$ cat config.mk
export PLATFORM = sky130hd
export DESIGN_NAME = usp_top
export DESIGN_NICKNAME = d
export VERILOG_FILES = /design/src/inc/usp_pkg.sv /design/src/inc/usp_baud_if.sv /design/src/hdl/usp_top.sv /design/src/hdl/usp_baud.sv
export VERILOG_INCLUDE_DIRS = /design/src /design/src/inc
export SDC_FILE = /design/constraint.sdc
export NUM_CORES = 1
export LEC_CHECK = 0
export ABC_CLOCK_PERIOD_IN_PS = 2020
export BUFFER_PORTS_ARGS = -buffer_cell sky130_fd_sc_hd__buf_4
export CORE_MARGIN = 8
export CORE_UTILIZATION = 28
export CTS_CLUSTER_SIZE = 8
export DETAILED_ROUTE_END_ITERATION = 8
export GPL_ROUTABILITY_DRIVEN = 0
export MAX_ROUTING_LAYER = met4
export SYNTH_ARGS = -nofsm -noshare
export SYNTH_HDL_FRONTEND = slang
export SYNTH_SLANG_ARGS = --single-unit
$ cat constraint.sdc
create_clock -name clock -period 2.02 [get_ports clock]
set_input_delay 0.404 -clock clock [delete_from_list [all_inputs] [get_ports clock]]
set_output_delay 0.404 -clock clock [all_outputs]
set_load 0.005 [all_outputs]
$ cat src/inc/usp_defs.svh
/*
   Register offsets, field positions, reset values and mode codes of the
   master SPI serial block. Assumes an 8-bit register port with byte offsets.
*/
`ifndef USP_DEFS_SVH
`define USP_DEFS_SVH

// Register offsets
`define USP_OFF_DATA    8'h00
`define USP_OFF_STATUS  8'h04
`define USP_OFF_CTRLB   8'h08
`define USP_OFF_CTRLC   8'h0c
`define USP_OFF_BAUDL   8'h10
`define USP_OFF_BAUDH   8'h14

// Status fields
`define USP_ST_RXC      7
`define USP_ST_TXC      6
`define USP_ST_UDRE     5
`define USP_ST_FE       4
`define USP_ST_DOR      3
`define USP_ST_PE       2

// Enable fields
`define USP_CB_RXEN     4
`define USP_CB_TXEN     3

// Format fields
`define USP_CC_MODE_HI  7
`define USP_CC_MODE_LO  6
`define USP_CC_ORDER    2
`define USP_CC_PHASE    1
`define USP_CC_POL      0

// Mode code and reset values
`define USP_MODE_MASTER_SPI_MODE  2'b11
`define USP_RST_MODE    2'b00
`define USP_RST_BAUD    12'h000
`define USP_RST_DATA    8'h00

// Frame shape
`define USP_HALF_LAST   4'hf
`define USP_BIT_LAST    3'h7

`endif

$ cat src/inc/usp_pkg.sv
/*
   Types of the master SPI serial block: controller state and the state of
   the baud generator. Assumes the constants header is included by users.
*/
package usp_pkg;

   typedef enum logic {USP_IDLE, USP_SHIFT} usp_state_t;

   typedef struct packed {
      usp_state_t  st;
      logic [3:0]  half;
      logic        sck;
      logic        txd;
      logic [7:0]  tx_sh;
      logic [7:0]  rx_sh;
      logic [7:0]  txbuf;
      logic        txfull;
      logic [7:0]  rx0;
      logic [7:0]  rx1;
      logic [1:0]  rxcnt;
      logic        txc;
      logic        txen;
      logic        rxen;
      logic [1:0]  mode;
      logic        order;
      logic        cpha;
      logic        cpol;
      logic [11:0] div;
      logic        reload;
      logic        sync1;
      logic        sync2;
      logic [7:0]  rdata;
   } usp_core_t;

   typedef struct packed {
      logic [11:0] cnt;
      logic        tick;
   } usp_baud_st_t;

endpackage

$ cat src/inc/usp_baud_if.sv
/*
   Link between the controller and its baud generator: divider value,
   reload request, run level and the half-bit tick. Single clock domain.
*/
interface usp_baud_if;
   logic [11:0] divider;
   logic        reload;
   logic        run;
   logic        tick;

   modport ctrl (output divider, output reload, output run, input tick);
   modport gen  (input divider, input reload, input run, output tick);
endinterface

$ cat src/hdl/usp_top.sv
/*
   Master SPI mode of a serial unit: data buffer, status, enable, format
   and baud registers on a plain port, a frame engine driving the serial
   clock and data pins, and a two-deep receive buffer.
   Assumes a single-clock register master and pins with an outside pad ring.
*/

// Operation
// - Polarity and phase select four clock modes, sampling leading or trailing edge.
// - Data is set up and sampled on opposite serial clock edges.
// - Frames are exactly eight bits, MSB or LSB first by order select.
// - Receiver and transmitter use the same bit order.
// - After a frame, start the queued one at once or idle output high.
// - Two back-to-back bytes give 16 bits; complete flag after both.
// - Baud divider resets to zero.
// - Transmitter works alone; receiver needs the transmitter for its clock.
// - Enabled transmitter takes over and drives the serial output pin.
// - Enabled receiver takes over the serial input pin; receiver optional.
// - Serial clock pin driven as transfer clock whenever transmitter runs.
// - Writing the data register starts a transfer for send and receive.
// - Written byte moves to the shifter as soon as it is free.
// - On receive overflow the newest byte is dropped, older ones kept.
// - Complete and empty flags as usual; error flags read zero.
// - Mode field value 11 selects master SPI operation.
// - 12-bit divider, bit rate clock/(2(div+1)); low byte reloads now.
`include "usp_defs.svh"

module usp_top
#(
   parameter int ADDR_W = 8
)
(
   input  wire logic              clock,
   input  wire logic              rst,
   input  wire logic [ADDR_W-1:0] reg_addr,
   input  wire logic [7:0]        reg_wdata,
   input  wire logic              reg_wr,
   input  wire logic              reg_rd,
   output logic      [7:0]        reg_rdata,
   input  wire logic              serial_in_pin,
   output logic                   serial_out_pin,
   output logic                   serial_out_oe,
   output logic                   serial_clock_pin,
   output logic                   serial_clock_oe,
   output logic                   serial_in_take,
   output logic [1:0]             usart_mode_select
);
   import usp_pkg::*;

   usp_core_t s_reg;
   usp_core_t s_next;
   logic      active;
   logic      sample_edge;
   logic [4:0] set_idx;
   logic [2:0] rx_idx;

   usp_baud_if bif ();

   usp_baud u_baud
   (
      .clock (clock),
      .rst   (rst),
      .bif   (bif)
   );

   // Bit of a frame in transmit order
   function automatic logic frame_bit(input logic [7:0] d, input logic lsb_first, input logic [2:0] idx);
      frame_bit = lsb_first ? d[idx] : d[3'h7 - idx];
   endfunction

   // Register position of a frame bit
   function automatic logic [2:0] bit_pos(input logic lsb_first, input logic [2:0] idx);
      bit_pos = lsb_first ? idx : (`USP_BIT_LAST - idx);
   endfunction

   // Block runs only in master SPI mode with transmitter on
   assign active = s_reg.txen && (s_reg.mode == `USP_MODE_MASTER_SPI_MODE);

   // Sample on leading edges for phase 0, trailing for phase 1
   assign sample_edge = (s_reg.half[0] == s_reg.cpha);
   assign set_idx     = ({1'b0, s_reg.half} + {4'h0, ~s_reg.cpha}) >> 1;
   assign rx_idx      = s_reg.half[3:1];

   // Baud generator control
   assign bif.divider = s_reg.div;
   assign bif.reload  = s_reg.reload;
   assign bif.run     = active;

   // Next-state logic
   always_comb
   begin
      s_next        = s_reg;
      s_next.reload = 1'b0;
      s_next.rdata  = 8'h00;
      s_next.sync1  = serial_in_pin;
      s_next.sync2  = s_reg.sync1;

      // Register writes
      if (reg_wr)
      begin
         case (reg_addr)
            `USP_OFF_DATA:
            begin
               if (s_reg.txen && !s_reg.txfull)
               begin
                  s_next.txbuf  = reg_wdata;
                  s_next.txfull = 1'b1;
               end
            end
            `USP_OFF_STATUS:
            begin
               if (reg_wdata[`USP_ST_TXC])
               begin
                  s_next.txc = 1'b0;
               end
            end
            `USP_OFF_CTRLB:
            begin
               s_next.rxen = reg_wdata[`USP_CB_RXEN];
               s_next.txen = reg_wdata[`USP_CB_TXEN];
            end
            `USP_OFF_CTRLC:
            begin
               s_next.mode  = reg_wdata[`USP_CC_MODE_HI:`USP_CC_MODE_LO];
               s_next.order = reg_wdata[`USP_CC_ORDER];
               s_next.cpha  = reg_wdata[`USP_CC_PHASE];
               s_next.cpol  = reg_wdata[`USP_CC_POL];
            end
            `USP_OFF_BAUDL:
            begin
               s_next.div[7:0] = reg_wdata;
               s_next.reload   = 1'b1;
            end
            `USP_OFF_BAUDH:
            begin
               s_next.div[11:8] = reg_wdata[3:0];
            end
            default:
            begin
            end
         endcase
      end

      // Register reads, data read pops the receive buffer
      if (reg_rd)
      begin
         case (reg_addr)
            `USP_OFF_DATA:
            begin
               s_next.rdata = s_reg.rx0;
               if (s_reg.rxcnt != 2'd0)
               begin
                  s_next.rx0   = s_reg.rx1;
                  s_next.rxcnt = s_reg.rxcnt - 2'd1;
               end
            end
            `USP_OFF_STATUS:
            begin
               s_next.rdata[`USP_ST_RXC]  = (s_reg.rxcnt != 2'd0);
               s_next.rdata[`USP_ST_TXC]  = s_reg.txc;
               s_next.rdata[`USP_ST_UDRE] = ~s_reg.txfull;
               s_next.rdata[`USP_ST_FE]   = 1'b0;
               s_next.rdata[`USP_ST_DOR]  = 1'b0;
               s_next.rdata[`USP_ST_PE]   = 1'b0;
            end
            `USP_OFF_CTRLB:
            begin
               s_next.rdata[`USP_CB_RXEN] = s_reg.rxen;
               s_next.rdata[`USP_CB_TXEN] = s_reg.txen;
            end
            `USP_OFF_CTRLC:
            begin
               s_next.rdata[`USP_CC_MODE_HI:`USP_CC_MODE_LO] = s_reg.mode;
               s_next.rdata[`USP_CC_ORDER] = s_reg.order;
               s_next.rdata[`USP_CC_PHASE] = s_reg.cpha;
               s_next.rdata[`USP_CC_POL]   = s_reg.cpol;
            end
            `USP_OFF_BAUDL:
            begin
               s_next.rdata = s_reg.div[7:0];
            end
            `USP_OFF_BAUDH:
            begin
               s_next.rdata = {4'h0, s_reg.div[11:8]};
            end
            default:
            begin
               s_next.rdata = 8'h00;
            end
         endcase
      end

      // Frame engine; placed after writes so hardware sets win
      if (!active)
      begin
         s_next.st   = USP_IDLE;
         s_next.half = 4'h0;
         s_next.sck  = s_reg.cpol;
         s_next.txd  = 1'b1;
      end
      else
      begin
         unique case (s_reg.st)
            USP_IDLE:
            begin
               s_next.sck = s_reg.cpol;
               s_next.txd = 1'b1;
               if (s_reg.txfull)
               begin
                  // Load shifter as soon as it is free
                  s_next.st     = USP_SHIFT;
                  s_next.tx_sh  = s_reg.txbuf;
                  s_next.txfull = 1'b0;
                  s_next.half   = 4'h0;
                  s_next.txd    = s_reg.cpha ? 1'b1 : frame_bit(s_reg.txbuf, s_reg.order, 3'h0);
               end
            end
            USP_SHIFT:
            begin
               if (bif.tick)
               begin
                  s_next.sck  = ~s_reg.sck;
                  s_next.half = s_reg.half + 4'h1;
                  if (sample_edge)
                  begin
                     // Capture into the same order as sent
                     s_next.rx_sh[bit_pos(s_reg.order, rx_idx)] = s_reg.sync2;
                  end
                  else if (set_idx[4:3] == 2'b00)
                  begin
                     s_next.txd = frame_bit(s_reg.tx_sh, s_reg.order, set_idx[2:0]);
                  end
                  if (s_reg.half == `USP_HALF_LAST)
                  begin
                     // End of frame: store received byte
                     if (s_reg.rxen)
                     begin
                        if (s_next.rxcnt == 2'd0)
                        begin
                           s_next.rx0   = s_next.rx_sh;
                           s_next.rxcnt = 2'd1;
                        end
                        else if (s_next.rxcnt == 2'd1)
                        begin
                           s_next.rx1   = s_next.rx_sh;
                           s_next.rxcnt = 2'd2;
                        end
                        // Full buffer drops the newest byte
                        else
                        begin
                           s_next.rxcnt = 2'd2;
                        end
                     end
                     if (s_next.txfull)
                     begin
                        // Queued byte follows directly
                        s_next.tx_sh  = s_next.txbuf;
                        s_next.txfull = 1'b0;
                        s_next.half   = 4'h0;
                        s_next.txd    = s_reg.cpha ? 1'b1 : frame_bit(s_next.txbuf, s_reg.order, 3'h0);
                     end
                     else
                     begin
                        s_next.st  = USP_IDLE;
                        s_next.txd = 1'b1;
                        s_next.txc = 1'b1;
                     end
                  end
               end
            end
         endcase
      end
   end

   // State register; baud divider resets to zero
   always_ff @(posedge clock)
   begin
      if (rst)
      begin
         s_reg       <= '0;
         s_reg.st    <= USP_IDLE;
         s_reg.txd   <= 1'b1;
         s_reg.div   <= `USP_RST_BAUD;
         s_reg.mode  <= `USP_RST_MODE;
         s_reg.rdata <= `USP_RST_DATA;
      end
      else
      begin
         s_reg <= s_next;
      end
   end

   // Pin takeover and outputs
   assign reg_rdata         = s_reg.rdata;
   assign serial_out_pin    = s_reg.txd;
   assign serial_out_oe     = s_reg.txen;
   assign serial_clock_pin  = s_reg.sck;
   assign serial_clock_oe   = s_reg.txen;
   assign serial_in_take    = s_reg.rxen;
   assign usart_mode_select = s_reg.mode;

endmodule

$ cat src/hdl/usp_baud.sv
/*
   Baud generator: a one-cycle tick every divider+1 clocks, i.e. two ticks
   per bit. Assumes run and reload come from registers on the same clock.
*/
`include "usp_defs.svh"

module usp_baud
(
   input  wire logic clock,
   input  wire logic rst,
   usp_baud_if.gen   bif
);
   import usp_pkg::*;

   usp_baud_st_t s_reg;
   usp_baud_st_t s_next;

   // Down counter, reloaded at once on a low-byte write
   always_comb
   begin
      s_next = s_reg;
      s_next.tick = 1'b0;
      if (!bif.run || bif.reload)
      begin
         s_next.cnt = bif.divider;
      end
      else if (s_reg.cnt == 12'h000)
      begin
         s_next.tick = 1'b1;
         s_next.cnt  = bif.divider;
      end
      else
      begin
         s_next.cnt = s_reg.cnt - 12'h001;
      end
   end

   // State register
   always_ff @(posedge clock)
   begin
      if (rst)
      begin
         s_reg <= '0;
      end
      else
      begin
         s_reg <= s_next;
      end
   end

   assign bif.tick = s_reg.tick;

endmodule

Word level (Yosys, flattened, before mapping)
Cells that the tools add are included.
- register bits after elaboration: 94
- output and inout bits: 15
- logic and storage cells: 147
- $add $sub $neg: 6
- order comparisons: 4
- eq/ne operators: 16
- mux-type cells: 63
- bitwise operators: 8
- reduce and logical (&&, ||, !) cells: 24
- operator list (kind ; count):
    two-way mux 8 bit ; 8
    two-way mux 20 bit ; 3
    two-way mux 9 bit ; 6
    one-hot mux 15 bit (2 select lines) ; 1
    two-way mux 12 bit ; 2
    one-hot mux 2 bit (4 select lines) ; 3
    two-way mux 23 bit ; 1
    two-way mux 21 bit ; 1
    two-way mux 19 bit ; 1
    two-way mux 18 bit ; 1
    two-way mux 1 bit ; 17
    equality test 8 x 4 -> 1 bit (second input constant) ; 2
    equality test 8 x 5 -> 1 bit (second input constant) ; 2
    two-way mux 5 bit ; 3
    logical NOT 12 bit ; 1
    less-than comparator 3 x 4 -> 1 bit (second input constant) ; 3
    two-way mux 2 bit ; 6
    subtractor 12 x 1 -> 12 bit (second input constant) ; 1
    AND reduction 2 bit ; 5
    bitwise mux 8 bit ; 1
    equality test 8 x 3 -> 1 bit (second input constant) ; 1
    logical NOT 8 bit ; 1
    two-way mux 4 bit ; 2
    inverter 1 bit ; 8
    other kinds (28) ; 41

Depth between registers and ports, before layout
Gate-level depths: netlist (run 1).
- depth after elaboration: 15
- gate-level depth with buffers: 8
- depth with buffers taken out: 8

Modules after synthesis
A second synthesis (run 1) with hierarchy kept.
- cell total of the unflattened synthesis: 596
- area, all modules: 5117.4 um^2
- by module, submodules not included (module ; instances ; cells an instance ; area each (um^2)):
    usp_top ; 1 ; 514 ; 4367.9
    usp_baud ; 1 ; 82 ; 749.5

Worst setup path before layout (run 1)
Ideal clock, no wire load.
- path kind: register -> register
- start: register s_reg[24] (netlist bit)
- end: register s_reg (netlist bit serial_out_pin)
- library setup time: 131 ps
- arrival: 2010 ps
- setup slack: -122 ps
- stages on the path, launching flop included: 9
- cell sequence: dfxtp_1 > inv_1 > ha_1 > ha_1 > xor2_2 > mux4_2 > a31oi_1 > and4_1 > o31ai_2
- word-level cells in the longest chain between the ends: 11
- ends and longest elaborated chain (element ; line ; RTL):
    start, declared ; usp_top.sv:50 ; usp_core_t s_reg;
    start signal, assigned ; usp_top.sv:289 ; s_reg <= s_next;
    inverter 1 bit ; usp_top.sv:81 ; assign set_idx = ({1'b0, s_reg.half} + {4'h0, ~s_reg.cpha}) >> 1;
    adder 4 x 1 -> 5 bit ; usp_top.sv:81 ;
    subtractor 3 bit ; usp_top.sv:68 ; frame_bit = lsb_first ? d[idx] : d[3'h7 - idx];
    binary-select mux 1 bit (select 3 bit) ; usp_top.sv:68 ;
    two-way mux 1 bit (implied by the code) ; usp_top.sv:68 ;
    two-way mux 1 bit ; usp_top.sv:68 ;
    two-way mux 1 bit ; usp_top.sv:229 ; else if (set_idx[4:3] == 2'b00)
    two-way mux 1 bit ; usp_top.sv:224 ; if (sample_edge)
    two-way mux 9 bit ; usp_top.sv:233 ; if (s_reg.half == `USP_HALF_LAST)
    two-way mux 23 bit ; usp_top.sv:220 ; if (bif.tick)
    one-hot mux 15 bit (2 select lines) ; usp_top.sv:203 ; unique case (s_reg.st)
Parallel ways exist; a longest one is shown, timed or not. The select of a mux whose other input is x is not followed.
A chain may end at the register's enable or synchronous reset.

Worst setup path in the final report (run 1)
Same ends and word-level chain as after synthesis.

==> key figures, run 1 <==
Run status
  • Status: complete, no violations

Drt
  • Total number of vias: about 4400
  • Post-DRT Antenna Nets: 0
  • First DRT Iteration DRCs: 461
  • Routed WL per cell: 16.2 microns
  • Final wirelength: 13500 microns
  • Via-per-instance ratio: 5.27
  • Initial DRT Pass Iterations: 5
  • Residual DRC: 0

Setup path
  • Kind of start point of the critical path: flip-flop
  • Worst reg-to-reg path cell count: 8
  • CP required: 2.25 ns
  • Setup CP Type: reg2reg
  • Worst Setup End Kind: flip-flop
  • CP max stage cell: mux4_2
  • Most used cell, CP: ha_4
  • Critical path's largest stage delay: approximately 0.53 ns
  • WP depth: 8
  • Crit-path max FO: 4
  • Top delay family on crit path: multiplexers
  • Reg2reg end: serial_out_pin
  • Reg2reg setup slack: 0.04 ns
  • Crit-path cells: inv_2 > ha_4 > ha_4 > xor2_4 > mux4_2 > a31oi_1 > and4_1 > o31ai_2
  • Critical path arrival: 2.21 ns
  • Worst Path Buf+Inv: 1
  • Reg2Reg Launch Point: s_reg[24]

Clock network
  • TritonCTS Buffers: 9
  • Clk sinks: 94
  • Clock Tree Buf Depth: 2
  • Clock slew at reported path FFs: 0.07 ns
  • CTS tree: done
  • Hold Buf Count CTS: 0
  • Skew-Pair Late Insertion Delay: 0.35 ns
  • H-tree depth: 3
  • Clock root buffer: clkbuf_16

Global route
  • Congestion Overflow GR: 0
  • First-pass GRT wire length: around 22000 microns
  • Vias in the first global route: about 4000
  • Largest net degree at the start of global routing: 80
  • Initial antenna violation count: 0
  • GRT Total Usage: 12.7%

Synth
  • Yosys synthesis warning count: 0
  • Synth unique cells: 58
  • Syn Inst Count: approximately 560
  • Synthesized-area fraction occupied by adder cells: 1.28%
  • Seq/Total Area, Yosys: roughly two fifths
  • Post-synthesis xor/xnor area fraction: 2.99%
  • Async SR Flop Fraction: 0%
  • Post-Synth Simple-Gate Area: a little over a fifth
  • Top FF cell, synth: dfxtp_1
  • Number of synthesized register bits: 94
  • Mux share of post-synthesis cell area: a little under 8%
  • Syn Std Cell Area: 4900 sq um
  • Synth Area per Inst: 8.72 sq um
  • Synth Area in Compound Gates: 22.1%
  • EDFF count, synth: 0
  • Syn nets: about 590
  • Largest family of logic cells by synthesized area: compound AO/OA/AOI/OAI gates

Job
  • MaxCap Viol Count: 0

Timing
  • F_max: 505 MHz
  • Slew margin rel.: 65.6%
  • Hold Vio Cnt, Final: 0
  • Clock Skew: 0.00426 ns
  • Fin. max-slew vios: 0
  • Final WS setup: around 0.038 ns
  • Final hold slack: ~0.27 ns
  • TNS Setup: 0 ns
  • Slew @ Worst Pin: 0.517 ns
  • Final Critical Period: 1.98 ns
  • Unrepaired setup endpoints after global routing: true
  • # setup viols final: 0
  • Fin crit share: 98.1%

Die
  • Chip width: 148 microns
  • FP Rows: 48
  • IO Count: 36
  • Starting density of the core: 28.4%
  • CORE AREA: 17200 sq um
  • Die area: 22000 sq um
  • Die Ht: 148 microns

Layout
  • Area added between synthesis and finish: 21.1%
  • Layout cells sized above 1: 22.4%
  • Commonest non-fill, non-tap cell in the layout: dfxtp_1
  • Max reg flops: 50
  • Most frequent cells in the layout: dfxtp_1, buf_4, nor2_1
  • Final #Nets: approximately 630
  • Diodes inserted: 0

Power
  • Leak Pwr: 0.00196 uW
  • Clock Power Share: between 40% and 50%
  • IR drop worst, VDD: 0.334 mV
  • Internal power: 2740 uW
  • Sw Ratio: 23.6%
  • Comb pwr share: 3.4%
  • Cell Pwr Density: ~600 nW/um^2
  • Psw: 844 uW
  • Seq pwr share: between 50 and 60%

Min path
  • Hold Crit Class: in2reg
  • Hold depth: 2
  • Hold Startpoint: serial_in_pin
  • Hold Path End: s_next[8]

Placement
  • IO Port Bufs: 35
  • Post-Place Worst Slack: -0.0967 ns
  • HPWL after DPL: 9910 microns
## layout make-up
class / count / area (sq um)
fill: 1761 / 11300
multi-input combinational: 408 / 2810
sequential: 94 / 1890
timing repair buffer: 79 / 651
tap: 225 / 282
clock buffer: 9 / 225
clock inverter: 7 / 48.8
inverter: 9 / 33.8
## kinds of logic (layout without fill, tap and decap cells)
group	Yosys count	after routing
XOR/XNOR	15	15
adder cells (fa/ha/maj)	5	5
flip-flops	94	94
AO/OA/AOI/OAI	149	149
multiplexers	32	32
buffers and inverters	60	104
AND/OR/NAND/NOR	207	207
## power groups by stage
stage                     clock (uW)  sequential [uW]  combinational, uW
after global placement             0             1900                122
after detailed placement           0             1900                121
after CTS                       1640             1860                121
after global routing            1710             1850                129
after floorplan                    0             1900               47.8
final                           1600             1860                121
## stage by stage
stage          instance area [sq um]  std cells  total power (uW)  util [%]
2_1_floorplan                   4930        562              1950         -
3_3_place_gp                    5550        812              2020      32.2
3_5_place_dp                    5550        812              2020      32.2
4_1_cts                         5850        829              3610      33.9
5_1_grt                         5930        831              3700      34.4
6_report                        5930        831              3580      34.4
## routing by layer
layer,up-vias,global-route usage [%],routed length (microns)
li1,2153,-,-
met1,2074,16.8,6430
met2,120,18.3,5880
met3,32,2.01,701
met4,0,6.63,488
met5,-,-,0
## synthesized netlist by cell type (2+ instances only)
library cell	number	area (sq um)
clkbuf_1	28	105
nor2b_1	9	56.3
buf_2	6	30.0
nor3_1	9	45.0
and3b_1	4	35.0
a32o_1	4	40.0
a2111oi_0	2	17.5
nand3_1	36	180
xnor2_1	11	96.3
o41ai_1	5	43.8
buf_4	15	113
and4_1	4	35.0
or3_1	2	12.5
nand2_1	47	176
a41oi_1	4	35.0
nor3_4	2	32.5
a21boi_0	3	22.5
nor2_1	61	229
a311oi_1	5	43.8
inv_1	9	33.8
and2_0	2	12.5
xor2_1	2	17.5
a22oi_1	11	82.6
a211oi_1	31	233
dfxtp_1	94	1880
mux2_2	9	101
ha_1	5	62.6
nor4_1	5	31.3
mux2i_1	19	190
or4_1	2	15.0
a31oi_1	6	37.5
and2_1	4	25.0
and3_1	4	25.0
mux4_2	4	90.1
a221oi_2	3	45.0
xor2_2	2	32.5
a21oi_1	44	220
a222oi_1	6	60.1
o211ai_1	4	30.0
nand2b_1	7	43.8
o21ai_0	11	55.1
buf_6	2	22.5
nand4_1	4	25.0
## how the worst max path moves through the flow
stage,from,endpoint,slack (ns)
after floorplan,s_reg[24],serial_out_pin,0.004
after global placement,s_reg[24],serial_out_pin,-0.02
after detailed placement,rx_idx[0],s_reg[41],-0.1
after CTS,s_reg[76],s_reg[73],0.02
after global routing,s_reg[24],serial_out_pin,-0.07
final,s_reg[24],serial_out_pin,0.04
## what timing repair did
item	4_1_cts	5_1_grt
hold endpoints to repair	0	0
gates resized for setup	6	12
endpoints found under the setup margin	7	26
setup buffers	1	2
pin swaps	4	2
Power figures use the tool's default switching activity.
==> inputs of run 2 (changes only) <==
--- a/config.mk
+++ b/config.mk
@@ -6,7 +6,7 @@
 export SDC_FILE = /design/constraint.sdc
 export NUM_CORES = 1
 export LEC_CHECK = 0
-export ABC_CLOCK_PERIOD_IN_PS = 2020
+export ABC_CLOCK_PERIOD_IN_PS = 1800
 export BUFFER_PORTS_ARGS = -buffer_cell sky130_fd_sc_hd__buf_4
 export CORE_MARGIN = 8
 export CORE_UTILIZATION = 28
==> constraint.sdc (replaced) <==
create_clock -name clock -period 1.8 [get_ports clock]
set_input_delay 0.36 -clock clock [delete_from_list [all_inputs] [get_ports clock]]
set_output_delay 0.36 -clock clock [all_outputs]
set_load 0.005 [all_outputs]
==> run 2 against run 1 <==
Net effect: the flow now finishes with violations (setup timing); first-iteration DRC count fell by 15%; die area did not move; critical path depth rose by 1; maximum frequency fell by 1.6%; non-clock buffer count rose by 47; via count rose by 6.3%; wire length rose by 10%; final area rose by 14%; global-route usage rose by 0.85 points; sequential cell count did not move; sequential share of layout area fell by 3.8 points; utilization rose by 4.9 points; highest routed layer unchanged.
==> key figures, run 2 (same netlist as run 1, synthesis figures left out) <==
Die
  • Die area: 22000 sq um
  • Die Ht: 148 microns
  • Chip width: 148 microns
  • Starting density of the core: between 20% and 30%
  • FP Rows: 48
  • CORE AREA: 17200 sq um
  • IO Count: 36

Global route
  • Congestion Overflow GR: 0
  • Largest net degree at the start of global routing: 73
  • GRT Total Usage: 13.6%
  • Initial antenna violation count: 0
  • Vias in the first global route: 4165
  • First-pass GRT wire length: 22900 microns

Timing
  • Fin. max-slew vios: 0
  • F_max: approximately 500 MHz
  • Slew margin rel.: between 60% and 70%
  • Final Critical Period: 2.01 ns
  • Fin crit share: 112%
  • Unrepaired setup endpoints after global routing: true
  • # setup viols final: 18
  • TNS Setup: -0.893 ns
  • Hold Vio Cnt, Final: 0
  • Slew @ Worst Pin: 0.561 ns
  • Final WS setup: -0.214 ns
  • Clock Skew: approximately 0.0095 ns

Layout
  • Diodes inserted: 0
  • Area added between synthesis and finish: 38.4%
  • Most frequent cells in the layout: buf_4, dfxtp_1, nor2_1
  • Filler instances: ~1700
  • Final #Nets: 675
  • Commonest non-fill, non-tap cell in the layout: buf_4
  • Cell area after layout: roughly 6800 sq um
  • Reg area: ~1900 sq um
  • Layout cells sized above 1: 34.3%
  • Max reg flops: 50
  • Non-Filler Instances: 879
  • Area taken by multi-input logic gates: 3100 sq um

Clock network
  • Clock Tree Buf Depth: 2
  • Skew-Pair Late Insertion Delay: 0.35 ns
  • Hold Buf Count CTS: 0
  • H-tree depth: 3
  • TritonCTS Buffers: 9
  • Clock root buffer: clkbuf_16
  • CTS tree: done
  • Clk sinks: 94
  • Clock slew at reported path FFs: 0.07 ns

Job
  • MaxCap Viol Count: 0

Drt
  • Post-DRT Antenna Nets: 0
  • Total number of vias: 4657
  • Final wirelength: 14900 microns
  • Residual DRC: 0
  • Via-per-instance ratio: 5.30
  • Routed WL per cell: 16.9 microns
  • First DRT Iteration DRCs: 394
  • Initial DRT Pass Iterations: 7

Placement
  • DP Area: around 6000 sq um
  • IO Port Bufs: 35
  • Post-Place Worst Slack: -0.235 ns
  • HPWL after DPL: 10200 microns
  • Cell total after placement: around 840

Setup path
  • Kind of start point of the critical path: flip-flop
  • Crit-path max FO: 3
  • Critical path arrival: 2.24 ns
  • Setup CP Type: reg2reg
  • CP required: just over 2 ns
  • Worst Setup End Kind: flip-flop

Min path
  • Hold Crit Class: in2reg

Run status
  • Failing checks: setup timing
  • Status: finished, violations left

Power
  • Cell Pwr Density: approximately 630 nW/um^2
  • Leak Pwr: approximately 0.0023 uW
  • IR drop worst, VDD: 0.522 mV
  • Total power: 4270 uW
run 2: repair_timing:
action | 4_1_cts | 5_1_grt
pin swaps | 12 | 37
setup buffers | 12 | 8
gates resized for setup | 32 | 58
setup endpoints to repair | 31 | 44
cloned | 2 | 3
run 2: routing by layer:
| layer | track usage, % | routed length, microns | up-vias |
|---|---|---|---|
| li1 | - | - | 2250 |
| met1 | 18.2 | 6780 | 2252 |
| met2 | 20.1 | 6900 | 138 |
| met3 | 2.77 | 1020 | 17 |
| met4 | 4.03 | 200 | 0 |
| met5 | - | 0 | - |
run 2: metrics by stage:
step                utilization [%]  hold slack (ns)
floorplan                         -            0.414
global placement               34.0            0.417
detailed placement             34.0            0.432
CTS                            37.5            0.213
global route                   39.3            0.242
finish                         39.3            0.220
run 2: cell type report:
cell class / instances / area share [%]
clock buffer: 11 / 3.75
clock inverter: 5 / 0.904
inverter: 9 / 0.554
multi-input combinational: 409 / 45.6
sequential: 94 / 28.0
tap: 225 / 4.15
timing repair buffer: 126 / 17.0
run 2: worst max-delay path, stage by stage, from the launching register on:
cell and delay [ns]:
dfxtp_2 0.34, inv_2 0.05, ha_4 0.16, ha_4 0.17, xor2_4 0.21, buf_12 0.13
mux4_2 0.48, nand3_1 0.09, and4_1 0.20, o31ai_2 0.06
run 2: worst paths after layout:
kind            startpoint              to  depth (start not counted)  slack [ns]
min          serial_in_pin       s_next[8]                          2        0.22
max              s_reg[24]  serial_out_pin                          9       -0.21
max reg2reg      s_reg[24]  serial_out_pin                          9       -0.21
min reg2reg      s_next[8]        s_reg[8]                          1        0.44
run 2: report_power, final:
group	total (uW)	switching, uW	internal, uW
combinational	147	90.9	55.9
clock	2040	869	1180
sequential	2080	2.41	2080
==> inputs of run 3 (changes only) <==
--- a/config.mk
+++ b/config.mk
@@ -6,6 +6,7 @@
 export SDC_FILE = /design/constraint.sdc
 export NUM_CORES = 1
 export LEC_CHECK = 0
+export ABC_AREA = 1
 export ABC_CLOCK_PERIOD_IN_PS = 1800
 export BUFFER_PORTS_ARGS = -buffer_cell sky130_fd_sc_hd__buf_4
 export CORE_MARGIN = 8
==> run 3 against run 2 <==
Net effect: the flow now finishes without violations; non-clock buffer count is 22 lower; synthesized cell count is 19% higher; setup slack better by 0.29 ns; maximum frequency is 17% higher; global-route usage is 0.82 points lower; first-iteration DRC count is 23% lower; area after synthesis is 4.6% lower; count of clock-buffer cells in the layout is 1 higher.
==> key figures, run 3 <==
Run status
  • Status: complete, no violations

Drt
  • First DRT Iteration DRCs: approximately 300
  • Total number of vias: 4485
  • Initial DRT Pass Iterations: 6
  • Routed WL per cell: 13.1 microns
  • Post-DRT Antenna Nets: 0
  • Via-per-instance ratio: 4.58
  • Residual DRC: 0
  • Final wirelength: 12900 microns

Synth
  • Syn nets: ~700
  • Async SR Flop Fraction: 0%
  • Synth unique cells: 38
  • Top-count cell post-synth: nand2_1
  • Number of synthesized register bits: 94
  • Synth Area per Inst: 6.96 sq um
  • Top FF cell, synth: dfxtp_1
  • Yosys synthesis warning count: 0
  • Share of the synthesized area in the top cell type: 40.3%
  • Top post-synthesis cells by area: dfxtp_1, nand2_1, inv_1, o21ai_0, a21oi_1
  • Syn Inst Count: 671
  • Seq/Total Area, Yosys: 40.3%
  • Leading area contributor after synthesis: dfxtp_1
  • Commonest cells post-synth: nand2_1, inv_1, dfxtp_1, o21ai_0, a21oi_1
  • Syn Std Cell Area: roughly 4700 sq um
  • EDFF count, synth: 0

Clock network
  • Clock root buffer: clkbuf_16
  • Clk sinks: 94
  • CTS tree: done
  • TritonCTS Buffers: 9
  • H-tree depth: 3
  • Clock slew at reported path FFs: around 0.07 ns
  • Clock Tree Buf Depth: 2
  • Hold Buf Count CTS: 0
  • Skew-Pair Late Insertion Delay: between 0.3 and 0.4 ns

Global route
  • Grt met3 use: 3.20%
  • Vias in the first global route: 4178
  • Largest net degree at the start of global routing: 27
  • Met2 GRT Util: 20.1%
  • Busiest layer in global routing: met2
  • Congestion Overflow GR: 0
  • Initial antenna violation count: 0
  • GRT Total Usage: 12.7%
  • First-pass GRT wire length: 21200 microns
  • Met1 Usage GRT: 15.9%

Die
  • Starting density of the core: 28.4%
  • FP Rows: 47
  • Die area: 21100 sq um
  • IO Count: 36
  • Chip width: 145 microns
  • Die Ht: 145 microns
  • CORE AREA: ~16000 sq um

Timing
  • Unrepaired setup endpoints after global routing: true
  • F_max: slightly below 600 MHz
  • Slew margin rel.: 67.3%
  • Final WS setup: about 0.081 ns
  • TNS Setup: 0 ns
  • Final Critical Period: approximately 1.7 ns
  • Slew @ Worst Pin: 0.489 ns
  • Fin crit share: 95.5%
  • # setup viols final: 0
  • Fin. max-slew vios: 0
  • Hold Vio Cnt, Final: 0
  • Clock Skew: 0.00742 ns

Setup path
  • Setup CP Type: reg2reg
  • Reg2reg setup slack: 0.08 ns
  • Reg2reg end: u_baud.s_reg[12]
  • CP required: 2.02 ns
  • Reg2Reg Launch Point: u_baud.s_reg[9]
  • Worst Setup End Kind: flip-flop
  • Critical path arrival: 1.94 ns
  • Worst reg-to-reg path cell count: 7
  • Crit-path max FO: 17
  • Kind of start point of the critical path: flip-flop

Placement
  • HPWL after DPL: 9760 microns
  • Post-Place Worst Slack: -0.176 ns
  • IO Port Bufs: 35
  • DP Area: 5530 sq um

Layout
  • Area added between synthesis and finish: 27.1%
  • Diodes inserted: 0
  • Commonest non-fill, non-tap cell in the layout: nand2_1
  • Max reg flops: 50
  • Final #Nets: 781
  • Layout cells sized above 1: 20.7%
  • Most frequent cells in the layout: nand2_1, inv_1, buf_4
  • Filler instances: 1773
  • Cell area after layout: 5940 sq um

Min path
  • Hold depth: 3
  • Hold Crit Class: in2reg
  • Hold Path End: s_next[8]
  • Hold Startpoint: serial_in_pin

Power
  • Cell Pwr Density: 689 nW/um^2
  • Leak Pwr: 0.00255 uW
  • IR drop worst, VDD: 0.523 mV

Job
  • MaxCap Viol Count: 0
run 3: routing by layer:
layer  routed length (microns)  share of wire [%]
met2                      6000                 47
met5                         0                  0
met1                      6270                 49
met3                       491                3.8
met4                       108               0.84
run 3: how the worst max path moves through the flow:
stage / start / slack, ns / cells after the start / end
6_report: u_baud.s_reg[9] / 0.08 / 7 / u_baud.s_reg[12]
5_1_grt: s_reg[76] / -0.05 / 12 / s_reg[36]
4_1_cts: s_reg[76] / -0.01 / 11 / s_reg[72]
3_5_place_dp: s_reg[24] / -0.18 / 16 / serial_out_pin
3_3_place_gp: s_reg[24] / -0.12 / 16 / serial_out_pin
2_1_floorplan: s_reg[24] / 0.0003 / 16 / serial_out_pin
run 3: final cells by class:
| type | instances | area (sq um) | area share [%] |
|---|---|---|---|
| clock inverters | 4 | 30.0 | 0.505 |
| multi-input cells | 434 | 2260 | 38.0 |
| clock buffers | 12 | 256 | 4.32 |
| repair buffers | 104 | 817 | 13.8 |
| well taps | 220 | 275 | 4.63 |
| inverters | 112 | 420 | 7.08 |
| flip-flops and latches | 94 | 1890 | 31.7 |
run 3: cell families (layout without fill, tap and decap cells):
kind of cell    after synthesis  in the layout  synth area share, %
simple gates                237            237                 21.6
xor+xnor                      7              7                 1.31
fa+ha+maj                     5              5                 1.34
flops                        94             94                 40.3
buf+inv                     143            232                 13.0
compound gates              184            184                 22.2
mux                           1              1                0.214
run 3: worst max-delay path, cell delays in order, from the launching register on:
cell and delay (ns):
dfxtp_1 0.33, or2_2 0.29, nor3_1 0.20, nand2_1 0.12, nand2_1 0.09, inv_1 0.21, o21ai_0 0.27, a31oi_1 0.07
run 3: stage by stage:
| stage | util (%) | power, uW | instances | hold WS (ns) |
|---|---|---|---|---|
| floorplan | - | 2190 | 671 | 0.388 |
| global placement | 33.6 | 2280 | 959 | 0.391 |
| global route | 36.1 | 4230 | 980 | 0.209 |
| CTS | 35.5 | 4140 | 976 | 0.203 |
| finish | 36.1 | 4100 | 980 | 0.212 |
| detailed placement | 33.6 | 2280 | 959 | 0.392 |
run 3: repair_timing:
action	CTS	global route
endpoints found under the setup margin	1	31
resized for setup	7	23
setup buffers	1	4
pin swaps	1	3
endpoints found under the hold margin	0	0
run 3: power breakdown:
| group | leakage, uW | internal (uW) | total, uW | switching (uW) |
|---|---|---|---|---|
| registers | 0.000759 | 2080 | 2080 | 3.05 |
| logic | 0.00165 | 63.4 | 147 | 83.7 |
| clock network | 0.000139 | 1020 | 1860 | 845 |
| total | 0.00255 | 3160 | 4100 | 931 |
